<file path="config.mk">
export PLATFORM = sky130hd
export DESIGN_NAME = tsmc_top
export DESIGN_NICKNAME = d
export VERILOG_FILES = /design/src/hdl/tsmc_pkg.sv /design/src/hdl/tsmc_top.sv
export SDC_FILE = /design/constraint.sdc
export NUM_CORES = 1
export LEC_CHECK = 0
export BUFFER_PORTS_ARGS = -buffer_cell sky130_fd_sc_hd__buf_2
export CORE_MARGIN = 2
export CORE_UTILIZATION = 45
export CTS_CLUSTER_DIAMETER = 30
export CTS_CLUSTER_SIZE = 12
export DETAILED_ROUTE_END_ITERATION = 10
export GPL_TIMING_DRIVEN = 0
export PLACE_DENSITY = 0.68
export SLEW_MARGIN = 20
export SYNTH_ARGS = -nofsm -noshare
export SYNTH_HDL_FRONTEND = slang
export SYNTH_SLANG_ARGS = --single-unit
export TNS_END_PERCENT = 100
</file>
<file path="constraint.sdc">
create_clock -name clk -period 4.8 [get_ports clk]
set_input_delay 0.24 -clock clk [delete_from_list [all_inputs] [get_ports clk]]
set_output_delay 0.24 -clock clk [all_outputs]
set_load 0.05 [all_outputs]
</file>
<file path="src/hdl/tsmc_pkg.sv">
// constants of the timer slave-mode controller
// Summary of operation
// - trigger filter counts N agreeing samples
// - code 0000 samples every clock, unfiltered
// - code 0001 needs two agreeing samples
// - codes 1011/1100 sample /16, N six/eight
// - codes 1101..1111 sample /32, N 5/6/8
// - sample clock from peripheral clock rate
// - sync bit delays trigger effect
// - source 000 internal trigger, 100 edge detect
// - sources 101/110/111 ch1, ch2, ext trigger
// - external trigger edge follows polarity bit
// - mode 000 counts internal clock when enabled
// - modes 001/010 encoder on one channel
// - mode 011 encoder on both channels
// - mode 100 trigger rise resets counter
// - mode 101 counts while trigger high
// - mode 110 trigger rise starts counter
// - mode 111 trigger rises clock counter
// - edge detector pulses on each ch1 transition
// - filter input is polarity plus prescaler
package tsmc_pkg;
	// ======================================
	// register map
	localparam logic [7:0]  ADDR_SMCR   = 8'h08;
	localparam logic [7:0]  ADDR_CTRL   = 8'h00;
	localparam logic [7:0]  ADDR_STATUS = 8'h04;
	localparam logic [7:0]  ADDR_COUNT  = 8'h0c;
	localparam logic [31:0] SMCR_RESET  = 32'h0000_0000;
	localparam logic [31:0] SMCR_MASK   = 32'h0000_fff7;
	localparam int SMS_LO = 0;
	localparam int TS_LO  = 4;
	localparam int MSM_BIT = 7;
	localparam int ETF_LO = 8;
	localparam int ETPS_LO = 12;
	localparam int ETP_BIT = 15;
	localparam int CEN_BIT = 0;
	localparam logic [1:0] RESP_OKAY   = 2'b00;
	localparam logic [1:0] RESP_SLVERR = 2'b10;
	// ======================================
	// slave modes and trigger sources
	typedef enum logic [2:0] {
		TSMC_SM_OFF, TSMC_SM_ENC1, TSMC_SM_ENC2, TSMC_SM_ENC3,
		TSMC_SM_RESET, TSMC_SM_GATED, TSMC_SM_TRIG, TSMC_SM_EXT1
	} tsmc_mode_t;
	localparam logic [2:0] TS_INT_TRIG0 = 3'h0;
	localparam logic [2:0] TS_TI1ED = 3'h4;
	localparam logic [2:0] TS_TI1 = 3'h5;
	localparam logic [2:0] TS_TI2 = 3'h6;
	localparam logic [2:0] TS_EXT_TRIG = 3'h7;
	// ======================================
	// timing
	localparam int CLK_MHZ = 250;
	localparam int PCLK_XTAL_MHZ = 12;
	localparam int PCLK_RC_MHZ = 6;
	localparam int PCLK_DIV_XTAL = CLK_MHZ / PCLK_XTAL_MHZ;
	localparam int PCLK_DIV_RC = CLK_MHZ / PCLK_RC_MHZ;
endpackage : tsmc_pkg

</file>
<file path="src/hdl/tsmc_top.sv">
// timer slave-mode controller with axi4-lite registers
//
// Added by the designer: the AXI4-Lite interface to the registers and the register offsets.
`timescale 1ns/1ps
module tsmc_top #(
	parameter int CNT_W = 16
) (
	input  wire logic             clk,
	input  wire logic             resetn,
	input  wire logic [7:0]       s_axi_awaddr,
	input  wire logic             s_axi_awvalid,
	output logic                  s_axi_awready,
	input  wire logic [31:0]      s_axi_wdata,
	input  wire logic [3:0]       s_axi_wstrb,
	input  wire logic             s_axi_wvalid,
	output logic                  s_axi_wready,
	output logic [1:0]            s_axi_bresp,
	output logic                  s_axi_bvalid,
	input  wire logic             s_axi_bready,
	input  wire logic [7:0]       s_axi_araddr,
	input  wire logic             s_axi_arvalid,
	output logic                  s_axi_arready,
	output logic [31:0]           s_axi_rdata,
	output logic [1:0]            s_axi_rresp,
	output logic                  s_axi_rvalid,
	input  wire logic             s_axi_rready,
	input  wire logic             rc_osc_sel,
	input  wire logic             ext_trig_pin,
	input  wire logic             ch1_pin,
	input  wire logic             ch2_pin,
	input  wire logic             internal_trigger_zero,
	output logic                  trigger_out,
	output logic [CNT_W-1:0]      count
);
	// ======================================
	// registers
	logic [31:0] slave_mode_control;
	logic        counter_enable_bit;
	logic [2:0]  slave_mode_sel;
	logic [2:0]  trigger_source_sel;
	logic        master_slave_sync;
	logic [3:0]  ext_trig_filter_sel;
	logic [1:0]  ext_trig_psc_sel;
	logic        ext_trig_pol;
	logic        trig_rise;
	logic        trig_level;
	logic        cnt_dir;
	logic        ext_trig_filtered;
	assign slave_mode_sel      = slave_mode_control[tsmc_pkg::SMS_LO +: 3];
	assign trigger_source_sel  = slave_mode_control[tsmc_pkg::TS_LO +: 3];
	assign master_slave_sync   = slave_mode_control[tsmc_pkg::MSM_BIT];
	assign ext_trig_filter_sel = slave_mode_control[tsmc_pkg::ETF_LO +: 4];
	assign ext_trig_psc_sel    = slave_mode_control[tsmc_pkg::ETPS_LO +: 2];
	assign ext_trig_pol        = slave_mode_control[tsmc_pkg::ETP_BIT];

	function automatic logic [31:0] merge(input logic [31:0] old_v,
		input logic [31:0] new_v, input logic [3:0] strb);
		logic [31:0] r;
		r = old_v;
		for (int i = 0; i < 4; i++)
			if (strb[i])
				r[i*8 +: 8] = new_v[i*8 +: 8];
		return r;
	endfunction : merge

	// ======================================
	// axi4-lite write
	logic        aw_held;
	logic        w_held;
	logic [7:0]  aw_addr;
	logic [31:0] w_data;
	logic [3:0]  w_strb;
	logic        do_write;
	assign s_axi_awready = !aw_held && !s_axi_bvalid;
	assign s_axi_wready  = !w_held && !s_axi_bvalid;
	assign do_write      = aw_held && w_held && !s_axi_bvalid;

	always_ff @(posedge clk)
	begin
		if (!resetn)
		begin
			aw_held <= 1'b0;
			w_held  <= 1'b0;
			aw_addr <= 8'h00;
			w_data  <= 32'h0000_0000;
			w_strb  <= 4'h0;
		end
		else
		begin
			if (s_axi_awvalid && s_axi_awready)
			begin
				aw_held <= 1'b1;
				aw_addr <= s_axi_awaddr;
			end
			if (s_axi_wvalid && s_axi_wready)
			begin
				w_held <= 1'b1;
				w_data <= s_axi_wdata;
				w_strb <= s_axi_wstrb;
			end
			if (do_write)
			begin
				aw_held <= 1'b0;
				w_held  <= 1'b0;
			end
		end
	end

	always_ff @(posedge clk)
	begin
		if (!resetn)
		begin
			s_axi_bvalid <= 1'b0;
			s_axi_bresp  <= tsmc_pkg::RESP_OKAY;
		end
		else if (do_write)
		begin
			s_axi_bvalid <= 1'b1;
			s_axi_bresp  <= (aw_addr == tsmc_pkg::ADDR_SMCR ||
				aw_addr == tsmc_pkg::ADDR_CTRL) ?
				tsmc_pkg::RESP_OKAY : tsmc_pkg::RESP_SLVERR;
		end
		else if (s_axi_bready)
			s_axi_bvalid <= 1'b0;
	end

	always_ff @(posedge clk)
	begin
		if (!resetn)
		begin
			slave_mode_control <= tsmc_pkg::SMCR_RESET;
			counter_enable_bit <= 1'b0;
		end
		else
		begin
			if (do_write && aw_addr == tsmc_pkg::ADDR_SMCR)
				slave_mode_control <= merge(slave_mode_control, w_data,
					w_strb) & tsmc_pkg::SMCR_MASK;
			if (do_write && aw_addr == tsmc_pkg::ADDR_CTRL && w_strb[0])
				counter_enable_bit <= w_data[tsmc_pkg::CEN_BIT];
			if (slave_mode_sel == tsmc_pkg::TSMC_SM_TRIG && trig_rise)
				counter_enable_bit <= 1'b1;
		end
	end

	// ======================================
	// axi4-lite read
	assign s_axi_arready = !s_axi_rvalid;
	always_ff @(posedge clk)
	begin
		if (!resetn)
		begin
			s_axi_rvalid <= 1'b0;
			s_axi_rdata  <= 32'h0000_0000;
			s_axi_rresp  <= tsmc_pkg::RESP_OKAY;
		end
		else if (s_axi_arvalid && s_axi_arready)
		begin
			s_axi_rvalid <= 1'b1;
			s_axi_rresp  <= tsmc_pkg::RESP_OKAY;
			case (s_axi_araddr)
				tsmc_pkg::ADDR_SMCR:
					s_axi_rdata <= slave_mode_control;
				tsmc_pkg::ADDR_CTRL:
					s_axi_rdata <= {31'h0, counter_enable_bit};
				tsmc_pkg::ADDR_STATUS:
					s_axi_rdata <= {29'h0, cnt_dir, trig_level,
						ext_trig_filtered};
				tsmc_pkg::ADDR_COUNT:
					s_axi_rdata <= 32'(count);
				default:
				begin
					s_axi_rdata <= 32'h0000_0000;
					s_axi_rresp <= tsmc_pkg::RESP_SLVERR;
				end
			endcase
		end
		else if (s_axi_rready)
			s_axi_rvalid <= 1'b0;
	end

	// ======================================
	// pin synchronisers
	logic [1:0] etr_s;
	logic [1:0] ch1_s;
	logic [1:0] ch2_s;
	always_ff @(posedge clk)
	begin
		if (!resetn)
		begin
			etr_s <= 2'b00;
			ch1_s <= 2'b00;
			ch2_s <= 2'b00;
		end
		else
		begin
			etr_s <= {etr_s[0], ext_trig_pin};
			ch1_s <= {ch1_s[0], ch1_pin};
			ch2_s <= {ch2_s[0], ch2_pin};
		end
	end
	logic ch1_filtered_input;
	logic ch2_filtered_input;
	assign ch1_filtered_input = ch1_s[1];
	assign ch2_filtered_input = ch2_s[1];

	// ======================================
	// external trigger polarity and prescaler
	logic       etr_pol;
	logic       etr_pol_d;
	logic [2:0] psc_cnt;
	logic       ext_trig_prescaled;
	assign etr_pol = etr_s[1] ^ ext_trig_pol;
	always_ff @(posedge clk)
	begin
		if (!resetn)
		begin
			etr_pol_d          <= 1'b0;
			psc_cnt            <= 3'h0;
			ext_trig_prescaled <= 1'b0;
		end
		else
		begin
			etr_pol_d <= etr_pol;
			if (ext_trig_psc_sel == 2'b00)
				ext_trig_prescaled <= etr_pol;
			else if (etr_pol && !etr_pol_d)
			begin
				psc_cnt <= psc_cnt + 3'h1;
				// toggle output every 2^(psc-1) rising edges
				if ((psc_cnt & ((3'h1 << (ext_trig_psc_sel - 2'h1)) - 3'h1))
					== ((3'h1 << (ext_trig_psc_sel - 2'h1)) - 3'h1))
					ext_trig_prescaled <= !ext_trig_prescaled;
			end
		end
	end

	// ======================================
	// external trigger filter
	logic [5:0] fdiv;
	logic [3:0] fn;
	logic [5:0] pclk_div;
	logic [5:0] pclk_cnt;
	logic       pclk_tick;
	logic [5:0] samp_cnt;
	logic [3:0] agree_cnt;
	always_comb
	begin
		case (ext_trig_filter_sel)
			4'h0: begin fdiv = 6'd1; fn = 4'd1; end
			4'h1: begin fdiv = 6'd1; fn = 4'd2; end
			4'h2: begin fdiv = 6'd1; fn = 4'd4; end
			4'h3: begin fdiv = 6'd1; fn = 4'd8; end
			4'h4: begin fdiv = 6'd2; fn = 4'd6; end
			4'h5: begin fdiv = 6'd2; fn = 4'd8; end
			4'h6: begin fdiv = 6'd4; fn = 4'd6; end
			4'h7: begin fdiv = 6'd4; fn = 4'd8; end
			4'h8: begin fdiv = 6'd8; fn = 4'd6; end
			4'h9: begin fdiv = 6'd8; fn = 4'd8; end
			4'ha: begin fdiv = 6'd16; fn = 4'd5; end
			4'hb: begin fdiv = 6'd16; fn = 4'd6; end
			4'hc: begin fdiv = 6'd16; fn = 4'd8; end
			4'hd: begin fdiv = 6'd32; fn = 4'd5; end
			4'he: begin fdiv = 6'd32; fn = 4'd6; end
			default: begin fdiv = 6'd32; fn = 4'd8; end
		endcase
	end
	// peripheral clock tick from system clock
	assign pclk_div = rc_osc_sel ? 6'(tsmc_pkg::PCLK_DIV_RC) :
		6'(tsmc_pkg::PCLK_DIV_XTAL);
	assign pclk_tick = (pclk_cnt >= pclk_div - 6'd1);
	always_ff @(posedge clk)
	begin
		if (!resetn)
		begin
			pclk_cnt  <= 6'h00;
			samp_cnt  <= 6'h00;
			agree_cnt <= 4'h0;
			ext_trig_filtered <= 1'b0;
		end
		else
		begin
			pclk_cnt <= pclk_tick ? 6'h00 : pclk_cnt + 6'h01;
			if (pclk_tick)
			begin
				samp_cnt <= (samp_cnt >= fdiv - 6'd1) ? 6'h00 :
					samp_cnt + 6'h01;
				if (samp_cnt >= fdiv - 6'd1)
				begin
					if (ext_trig_prescaled == ext_trig_filtered)
						agree_cnt <= 4'h0;
					else if (agree_cnt + 4'h1 >= fn)
					begin
						ext_trig_filtered <= ext_trig_prescaled;
						agree_cnt <= 4'h0;
					end
					else
						agree_cnt <= agree_cnt + 4'h1;
				end
			end
		end
	end

	// ======================================
	// trigger selection, edge detect, sync delay
	logic ch1_d;
	logic ch1_edge_detect;
	logic trig_sel;
	logic trig_d1;
	logic trigger_in;
	logic trig_prev;
	assign ch1_edge_detect = ch1_filtered_input ^ ch1_d;
	always_comb
	begin
		case (trigger_source_sel)
			tsmc_pkg::TS_INT_TRIG0: trig_sel = internal_trigger_zero;
			tsmc_pkg::TS_TI1ED: trig_sel = ch1_edge_detect;
			tsmc_pkg::TS_TI1:   trig_sel = ch1_filtered_input;
			tsmc_pkg::TS_TI2:   trig_sel = ch2_filtered_input;
			tsmc_pkg::TS_EXT_TRIG: trig_sel = ext_trig_filtered;
			default:            trig_sel = 1'b0;
		endcase
	end
	assign trigger_in = master_slave_sync ? trig_d1 : trig_sel;
	assign trig_rise  = trigger_in && !trig_prev;
	assign trig_level = trigger_in;
	always_ff @(posedge clk)
	begin
		if (!resetn)
		begin
			ch1_d     <= 1'b0;
			trig_d1   <= 1'b0;
			trig_prev <= 1'b0;
		end
		else
		begin
			ch1_d     <= ch1_filtered_input;
			trig_d1   <= trig_sel;
			trig_prev <= trigger_in;
		end
	end

	// ======================================
	// slave mode counter control
	logic ch2_d;
	logic cnt_step;
	logic cnt_clear;
	always_comb
	begin
		cnt_step  = 1'b0;
		cnt_dir   = 1'b0;
		cnt_clear = 1'b0;
		case (slave_mode_sel)
			tsmc_pkg::TSMC_SM_OFF:
				cnt_step = counter_enable_bit;
			tsmc_pkg::TSMC_SM_ENC1:
			begin
				cnt_step = ch1_filtered_input ^ ch1_d;
				cnt_dir  = ch1_filtered_input == ch2_filtered_input;
			end
			tsmc_pkg::TSMC_SM_ENC2:
			begin
				cnt_step = ch2_filtered_input ^ ch2_d;
				cnt_dir  = ch1_filtered_input != ch2_filtered_input;
			end
			tsmc_pkg::TSMC_SM_ENC3:
			begin
				cnt_step = (ch1_filtered_input ^ ch1_d) ^
					(ch2_filtered_input ^ ch2_d);
				cnt_dir  = (ch1_filtered_input ^ ch1_d) ?
					ch1_filtered_input == ch2_filtered_input :
					ch1_filtered_input != ch2_filtered_input;
			end
			tsmc_pkg::TSMC_SM_RESET:
			begin
				cnt_step  = counter_enable_bit;
				cnt_clear = trig_rise;
			end
			tsmc_pkg::TSMC_SM_GATED:
				cnt_step = counter_enable_bit && trigger_in;
			tsmc_pkg::TSMC_SM_TRIG:
				cnt_step = counter_enable_bit;
			tsmc_pkg::TSMC_SM_EXT1:
				cnt_step = trig_rise;
			default:
				cnt_step = 1'b0;
		endcase
	end
	always_ff @(posedge clk)
	begin
		if (!resetn)
		begin
			ch2_d       <= 1'b0;
			count       <= '0;
			trigger_out <= 1'b0;
		end
		else
		begin
			ch2_d       <= ch2_filtered_input;
			trigger_out <= cnt_clear;
			if (cnt_clear)
				count <= '0;
			else if (cnt_step)
				count <= cnt_dir ? count - 1'b1 : count + 1'b1;
		end
	end
endmodule : tsmc_top

</file>
# After elaboration in Yosys (flattened, before gate mapping)
# Memory sizes are Yosys's and may differ from the RTL's. A register that Yosys moved wholly into a read port is not among the register bits.
# Cells that the tools add are included.
dict set report totals {
  reg_bits 131
  latchBits 0
  ramBits 0
  romBits 160
  in_bits 64
  out_inout_bits 58
  elab_cells 139
  memories 1
}
dict set report op_classes {
  addsub 10
  n_mul 0
  n_div 0
  n_lt_le_gt_ge 3
  n_eq_ne 19
  shifts 1
  n_mux 25
  n_bitwise 8
  reduce_logical 43
}
# memory words width rd rd_clocked_by_memory_dff write_ports line
set memory_table {}
lappend memory_table {{(no name shown)} 16 10 1 1 0 tsmc_top.sv:249} ;# case (ext_trig_filter_sel)
# operator count
set op_table {}
lappend op_table {{one-hot mux 16 bit (4 select lines)} 1}
lappend op_table {{equality test 3 bit (second input constant)} 8}
lappend op_table {{equality test 8 x 4 -> 1 bit (second input constant)} 3}
lappend op_table {{adder 16 x 1 -> 16 bit (second input constant)} 1}
lappend op_table {{zero test 8 bit} 2}
lappend op_table {{two-way mux 16 bit} 1}
lappend op_table {{two-way mux 4 bit} 4}
lappend op_table {{subtractor 16 x 1 -> 16 bit (second input constant)} 1}
lappend op_table {{logical AND 1 bit} 14}
lappend op_table {{adder 6 x 1 -> 6 bit (second input constant)} 2}
lappend op_table {{>= comparator 6 bit} 2}
lappend op_table {{two-way mux 1 bit} 12}
lappend op_table {{two-way mux 6 bit} 2}
lappend op_table {{subtractor 6 x 1 -> 6 bit (second input constant)} 2}
lappend op_table {{AND reduction 2 bit} 5}
lappend op_table {{nonzero test 2 bit} 5}
lappend op_table {{equality test 8 x 3 -> 1 bit (second input constant)} 1}
lappend op_table {{zero test 1 bit} 7}
lappend op_table {{equality test 3 x 2 -> 1 bit (second input constant)} 2}
lappend op_table {{zero test 3 bit} 2}
lappend op_table {{one-hot mux 1 bit (6 select lines)} 1}
lappend op_table {{OR reduction 2 bit} 3}
lappend op_table {{one-hot mux 1 bit (5 select lines)} 1}
lappend op_table {{adder 4 x 1 -> 4 bit (second input constant)} 1}
lappend op_table {{19 further kinds} 26}

# Longest topological paths before layout
dict set report depth {
  word_depth 8
  mapped_depth 12
  mapped_depth_nobuf 11
}

# Worst setup path after synthesis
# Ideal clock, no wire load.
dict set report synth_path {
  kind {reg-to-reg}
  startpoint {reg ch2_s[1]}
  endpoint {reg count[9]}
  setup_time_ns 0.124
  arrival_ns 3.781
  required_time_ns 4.676
  setup_slack_ns 0.895
  path_stages_with_launch 12
  n_path_buf 0
  synth_period_minus_slack_ns 3.905
  cell_sequence {dfxtp_1 -> xor2_1 -> o22ai_1 -> a211oi_1 -> ha_1 -> a211oi_1 -> a21boi_0 -> o21ai_0 -> a21o_1 -> a211o_1 -> nand3_1 -> a21oi_1}
}
dict set report synth_via {
  elab_chain_cells 5
  elab_cells_between_ends 14
  classes_between {eq/ne (2); mux (7); bitwise (2); reduce/logical (3)}
}
# element line
set synth_lines {}
lappend synth_lines {{start, declared} tsmc_top.sv:186} ;# logic [1:0] ch2_s;
lappend synth_lines {{start signal, assigned} tsmc_top.sv:199} ;# ch2_s <= {ch2_s[0], ch2_pin};
lappend synth_lines {{one-hot mux 1 bit (5 select lines)} tsmc_top.sv:315} ;# case (trigger_source_sel)
lappend synth_lines {{two-way mux 1 bit} tsmc_top.sv:324} ;# assign trigger_in = master_slave_sync ? trig_d1 : trig_sel;
lappend synth_lines {{logical AND 1 bit} tsmc_top.sv:325} ;# assign trig_rise = trigger_in && !trig_prev;
lappend synth_lines {{two-way mux 1 bit} tsmc_top.sv:353} ;# case (slave_mode_sel)
lappend synth_lines {{OR reduction 2 bit (no source line)} -}
lappend synth_lines {{end signal, assigned} tsmc_top.sv:404} ;# count <= cnt_dir ? count - 1'b1 : count + 1'b1;
lappend synth_lines {{end, declared} tsmc_top.sv:33} ;# output logic [CNT_W-1:0] count
# Several ways; a longest one is shown, not always the timed one.
# A chain may end at the register's enable or synchronous reset.

# Worst setup path in the final report
# Ends and elaborated chain as after synthesis.

==> impl_metrics.toml <==
[setup_path]
cp.required_ns = 5.09
cp_slowest_cell = "a21boi_0"
crit_fanout = 16
crit_chain = "xor2_1 > o22ai_1 > a211oi_4 > buf_6 > ha_1 > a211oi_1 > a21boi_0 > o21ai_0 > a21o_1 > a211o_1 > nand3_1 > a21oi_1"
reg2reg_from = "ch2_s[1]"
worstPathArrival_ns = 3.88
crit_path_end_kind = "flop"
crit_type = "flop to flop"
path_delay_family = "compound AO/OA/AOI/OAI gates"
critPathMaxStageDelay_ns = 0.45
worst_setup_path_start_kind = "flop"
startpoint = "ch2_s[1]"
path_buf_inv = 1

[status]
outcome = "finished clean"

[global_route]
track_usage = 0.2111
grt_max_degree = 17
grt.met2_usage = 0.3332
grt_overflow = 0
first_global_vias = 4901
busiest_layer = "met2"
antenna_found_initial = 0
grt_use_met3 = 0.05639
grtUsageMet1 = 0.2810
grt_pass1_wl_um = 24200

[finish]
final_cell_mix = "dfxtp_1, nand2_1, buf_2"
final_common_cell = "dfxtp_1"
nNetsFinal = 948
finalNonFillerCells = 1027
multiInputGateArea_um2 = 3498
fillerInstances = 1268
post-route-util = 0.5621
drive_above_1_share = 0.1786
syn_to_final_growth_pct = 21.25
seq_area_um2 = 2422
antenna_cells = 0

[logic_synthesis]
yosys_warnings = 0
synth_enable_flop_cells = 0
ys_ff_latch = 121
ys_types = 65
synthArstFlopShare = 0
netlist_area_um2 = 6187
ys_seq_area_frac = 0.3915
synth_flop_cell = "dfxtp_1"
synth.avg_cell_area_um2 = 8.581
synthCells = 721

[worst_hold_path]
hp-class = "input pin to flop"
hold_start = "ch2_pin"

[drt]
wl_um = 14820
drc_errors = 0
wl_per_cell_um = 14.43
num_vias = 5261
drt_iter0_drc = 285
drt_pass1_iterations = 4
ant_nets = 0
post_drt_via_cell_ratio = 5.123

[clock_tree]
clk_pin_slew_worst_paths_ns = 0.05
htree_num_levels = 4
clock-sinks = 121
cts.path.max_buffers = 2
cts_inserted_buffers = 17
cts_tree = "built"
cts_root_buf = "clkbuf_16"
clkLatencyLatePin_ns = 0.42

[power]
vdd_drop_max_mv = 0.2741
p_per_area_nw_per_um2 = 339.2
finalPower_w = 0.002545
p_leak_nw = 3.308

[place]
dpl.hpwl_um = 10730
dp_slack_ns = 1.282
gp_congestion = 0.9168
dp_cells = 997
port_buffers = 82

[floorplan]
coreArea_um2 = 13350
start_util = 0.4635
die_area_um2 = 14700
fp-row-count = 42
die_height_um = 121.3
die_x_um = 121.3
top_level_ports = 122

[timing]
slew_violations = 0
hold_violations = 0
timing.final.ws_setup_ns = 1.209
fin_skew_ns = 0.005969
setup_violations = 0
clock.fmax_ghz = 0.2785
max_slew_margin = 0.5313
tightestPinTransition_ns = 0.7031
period_minus_slack_ns = 3.591
rsz0062_at_grt = "false"
fin_crit_sh = 0.7481
holdWs_ns = 0.02500

[run]
cap_violations = 0
[worst paths after layout]
kind / end / slack [ns] / cells after the start
worst max-delay path: count[9] / 1.21 / 12
worst min register to register: ch2_s[1] / 0.43 / 1
worst min-delay path: ch2_s[0] / 0.03 / 2
worst max register to register: count[9] / 1.21 / 12
[synthesized netlist by cell type, types with 4 or more instances]
library cell    n  share of area
and3_1          7         0.0071
a21boi_0        4         0.0049
ha_1           42          0.085
buf_4          18          0.022
o21ai_0        18          0.015
nor2_1         84          0.051
dfxtp_1       121           0.39
and2_1         13          0.013
clkbuf_1       16         0.0097
nor3_1         16          0.013
xnor2_1        15          0.021
a211oi_1        5         0.0061
or2_2           4         0.0040
a21oi_1        70          0.057
nand2_1        95          0.058
nor2b_1         4         0.0040
xor2_1         18          0.025
or3_1           4         0.0040
o21a_1          7         0.0085
nand2b_1        6         0.0061
inv_1          22          0.013
a21o_1          9          0.011
nor3b_1         4         0.0049
mux2i_1        35          0.057
buf_1           4         0.0024
nand3_1        18          0.015
[registers in the layout, summed over array words and instances (netlist names), 2 cells and up]
signal,count
samp_cnt,6
ch1_s,2
count,16
etr_s,2
slave_mode_control,15
w_strb,2
pclk_cnt,6
aw_addr,8
fdiv,6
agree_cnt,4
ch2_s,2
s_axi_rdata,16
w_data,15
psc_cnt,2
fn,4
[worst register-to-register path: stages, from the launching register on]
cell      delay (ns)
dfxtp_1         0.44
xor2_1          0.30
o22ai_1         0.17
a211oi_4        0.37
buf_6           0.23
ha_1            0.30
a211oi_1        0.30
a21boi_0        0.45
o21ai_0         0.24
a21o_1          0.22
a211o_1         0.30
nand3_1         0.08
a21oi_1         0.06
[power by group]
| part | switching (W) | leakage (nW) | total, W | internal (W) |
|---|---|---|---|---|
| Sequential | 0.0000189 | 0.982 | 0.00105 | 0.00103 |
| Clock | 0.000442 | 0.282 | 0.00126 | 0.000821 |
| Combinational | 0.000152 | 2.04 | 0.000231 | 0.0000792 |
| Total | 0.000613 | 3.31 | 0.00254 | 0.00193 |
[layer usage]
layer	vias to the layer above	part of all wire	routed length, µm
met5	-	0	0
met4	0	0.018	268
met3	22	0.052	771
met2	138	0.45	6682
met1	2410	0.48	7100
li1	2691	-	-
[cell type report]
| cell class | instances | share of cell area |
|---|---|---|
| inverters | 23 | 0.01151 |
| well taps | 176 | 0.02935 |
| clock inverters | 7 | 0.01234 |
| plain buffers | 43 | 0.03419 |
| repair buffers | 84 | 0.05754 |
| flip-flops and latches | 121 | 0.3229 |
| clock buffers | 22 | 0.06588 |
| multi-input cells | 551 | 0.4663 |
[through the flow]
| stage | TNS, ns | area [µm²] |
|---|---|---|
| 2_1_floorplan | 0 | 6251 |
| 3_3_place_gp | -0.5400 | 6882 |
| 3_5_place_dp | 0 | 6905 |
| 4_1_cts | 0 | 7502 |
| 5_1_grt | 0 | 7502 |
| 6_report | 0 | 7502 |
[cell families after synthesis]
| logic type | count (synthesis) | synth area share |
|---|---|---|
| XOR/XNOR | 33 | 0.04671 |
| flip-flops | 121 | 0.3915 |
| adder cells (fa/ha/maj) | 44 | 0.08979 |
| multiplexers | 40 | 0.07300 |
| AND/OR/NAND/NOR | 276 | 0.2061 |
| buffers and inverters | 66 | 0.05541 |
| other | 1 | 0.0006061 |
| AO/OA/AOI/OAI | 140 | 0.1369 |
[repair_timing]
action                                 in CTS  in global routing
buffers inserted                            0                  0
hold buffers                                1                  0
endpoints found under the hold margin       1                  0
resized for setup                           0                  0
(Power assumes the default switching activity.)
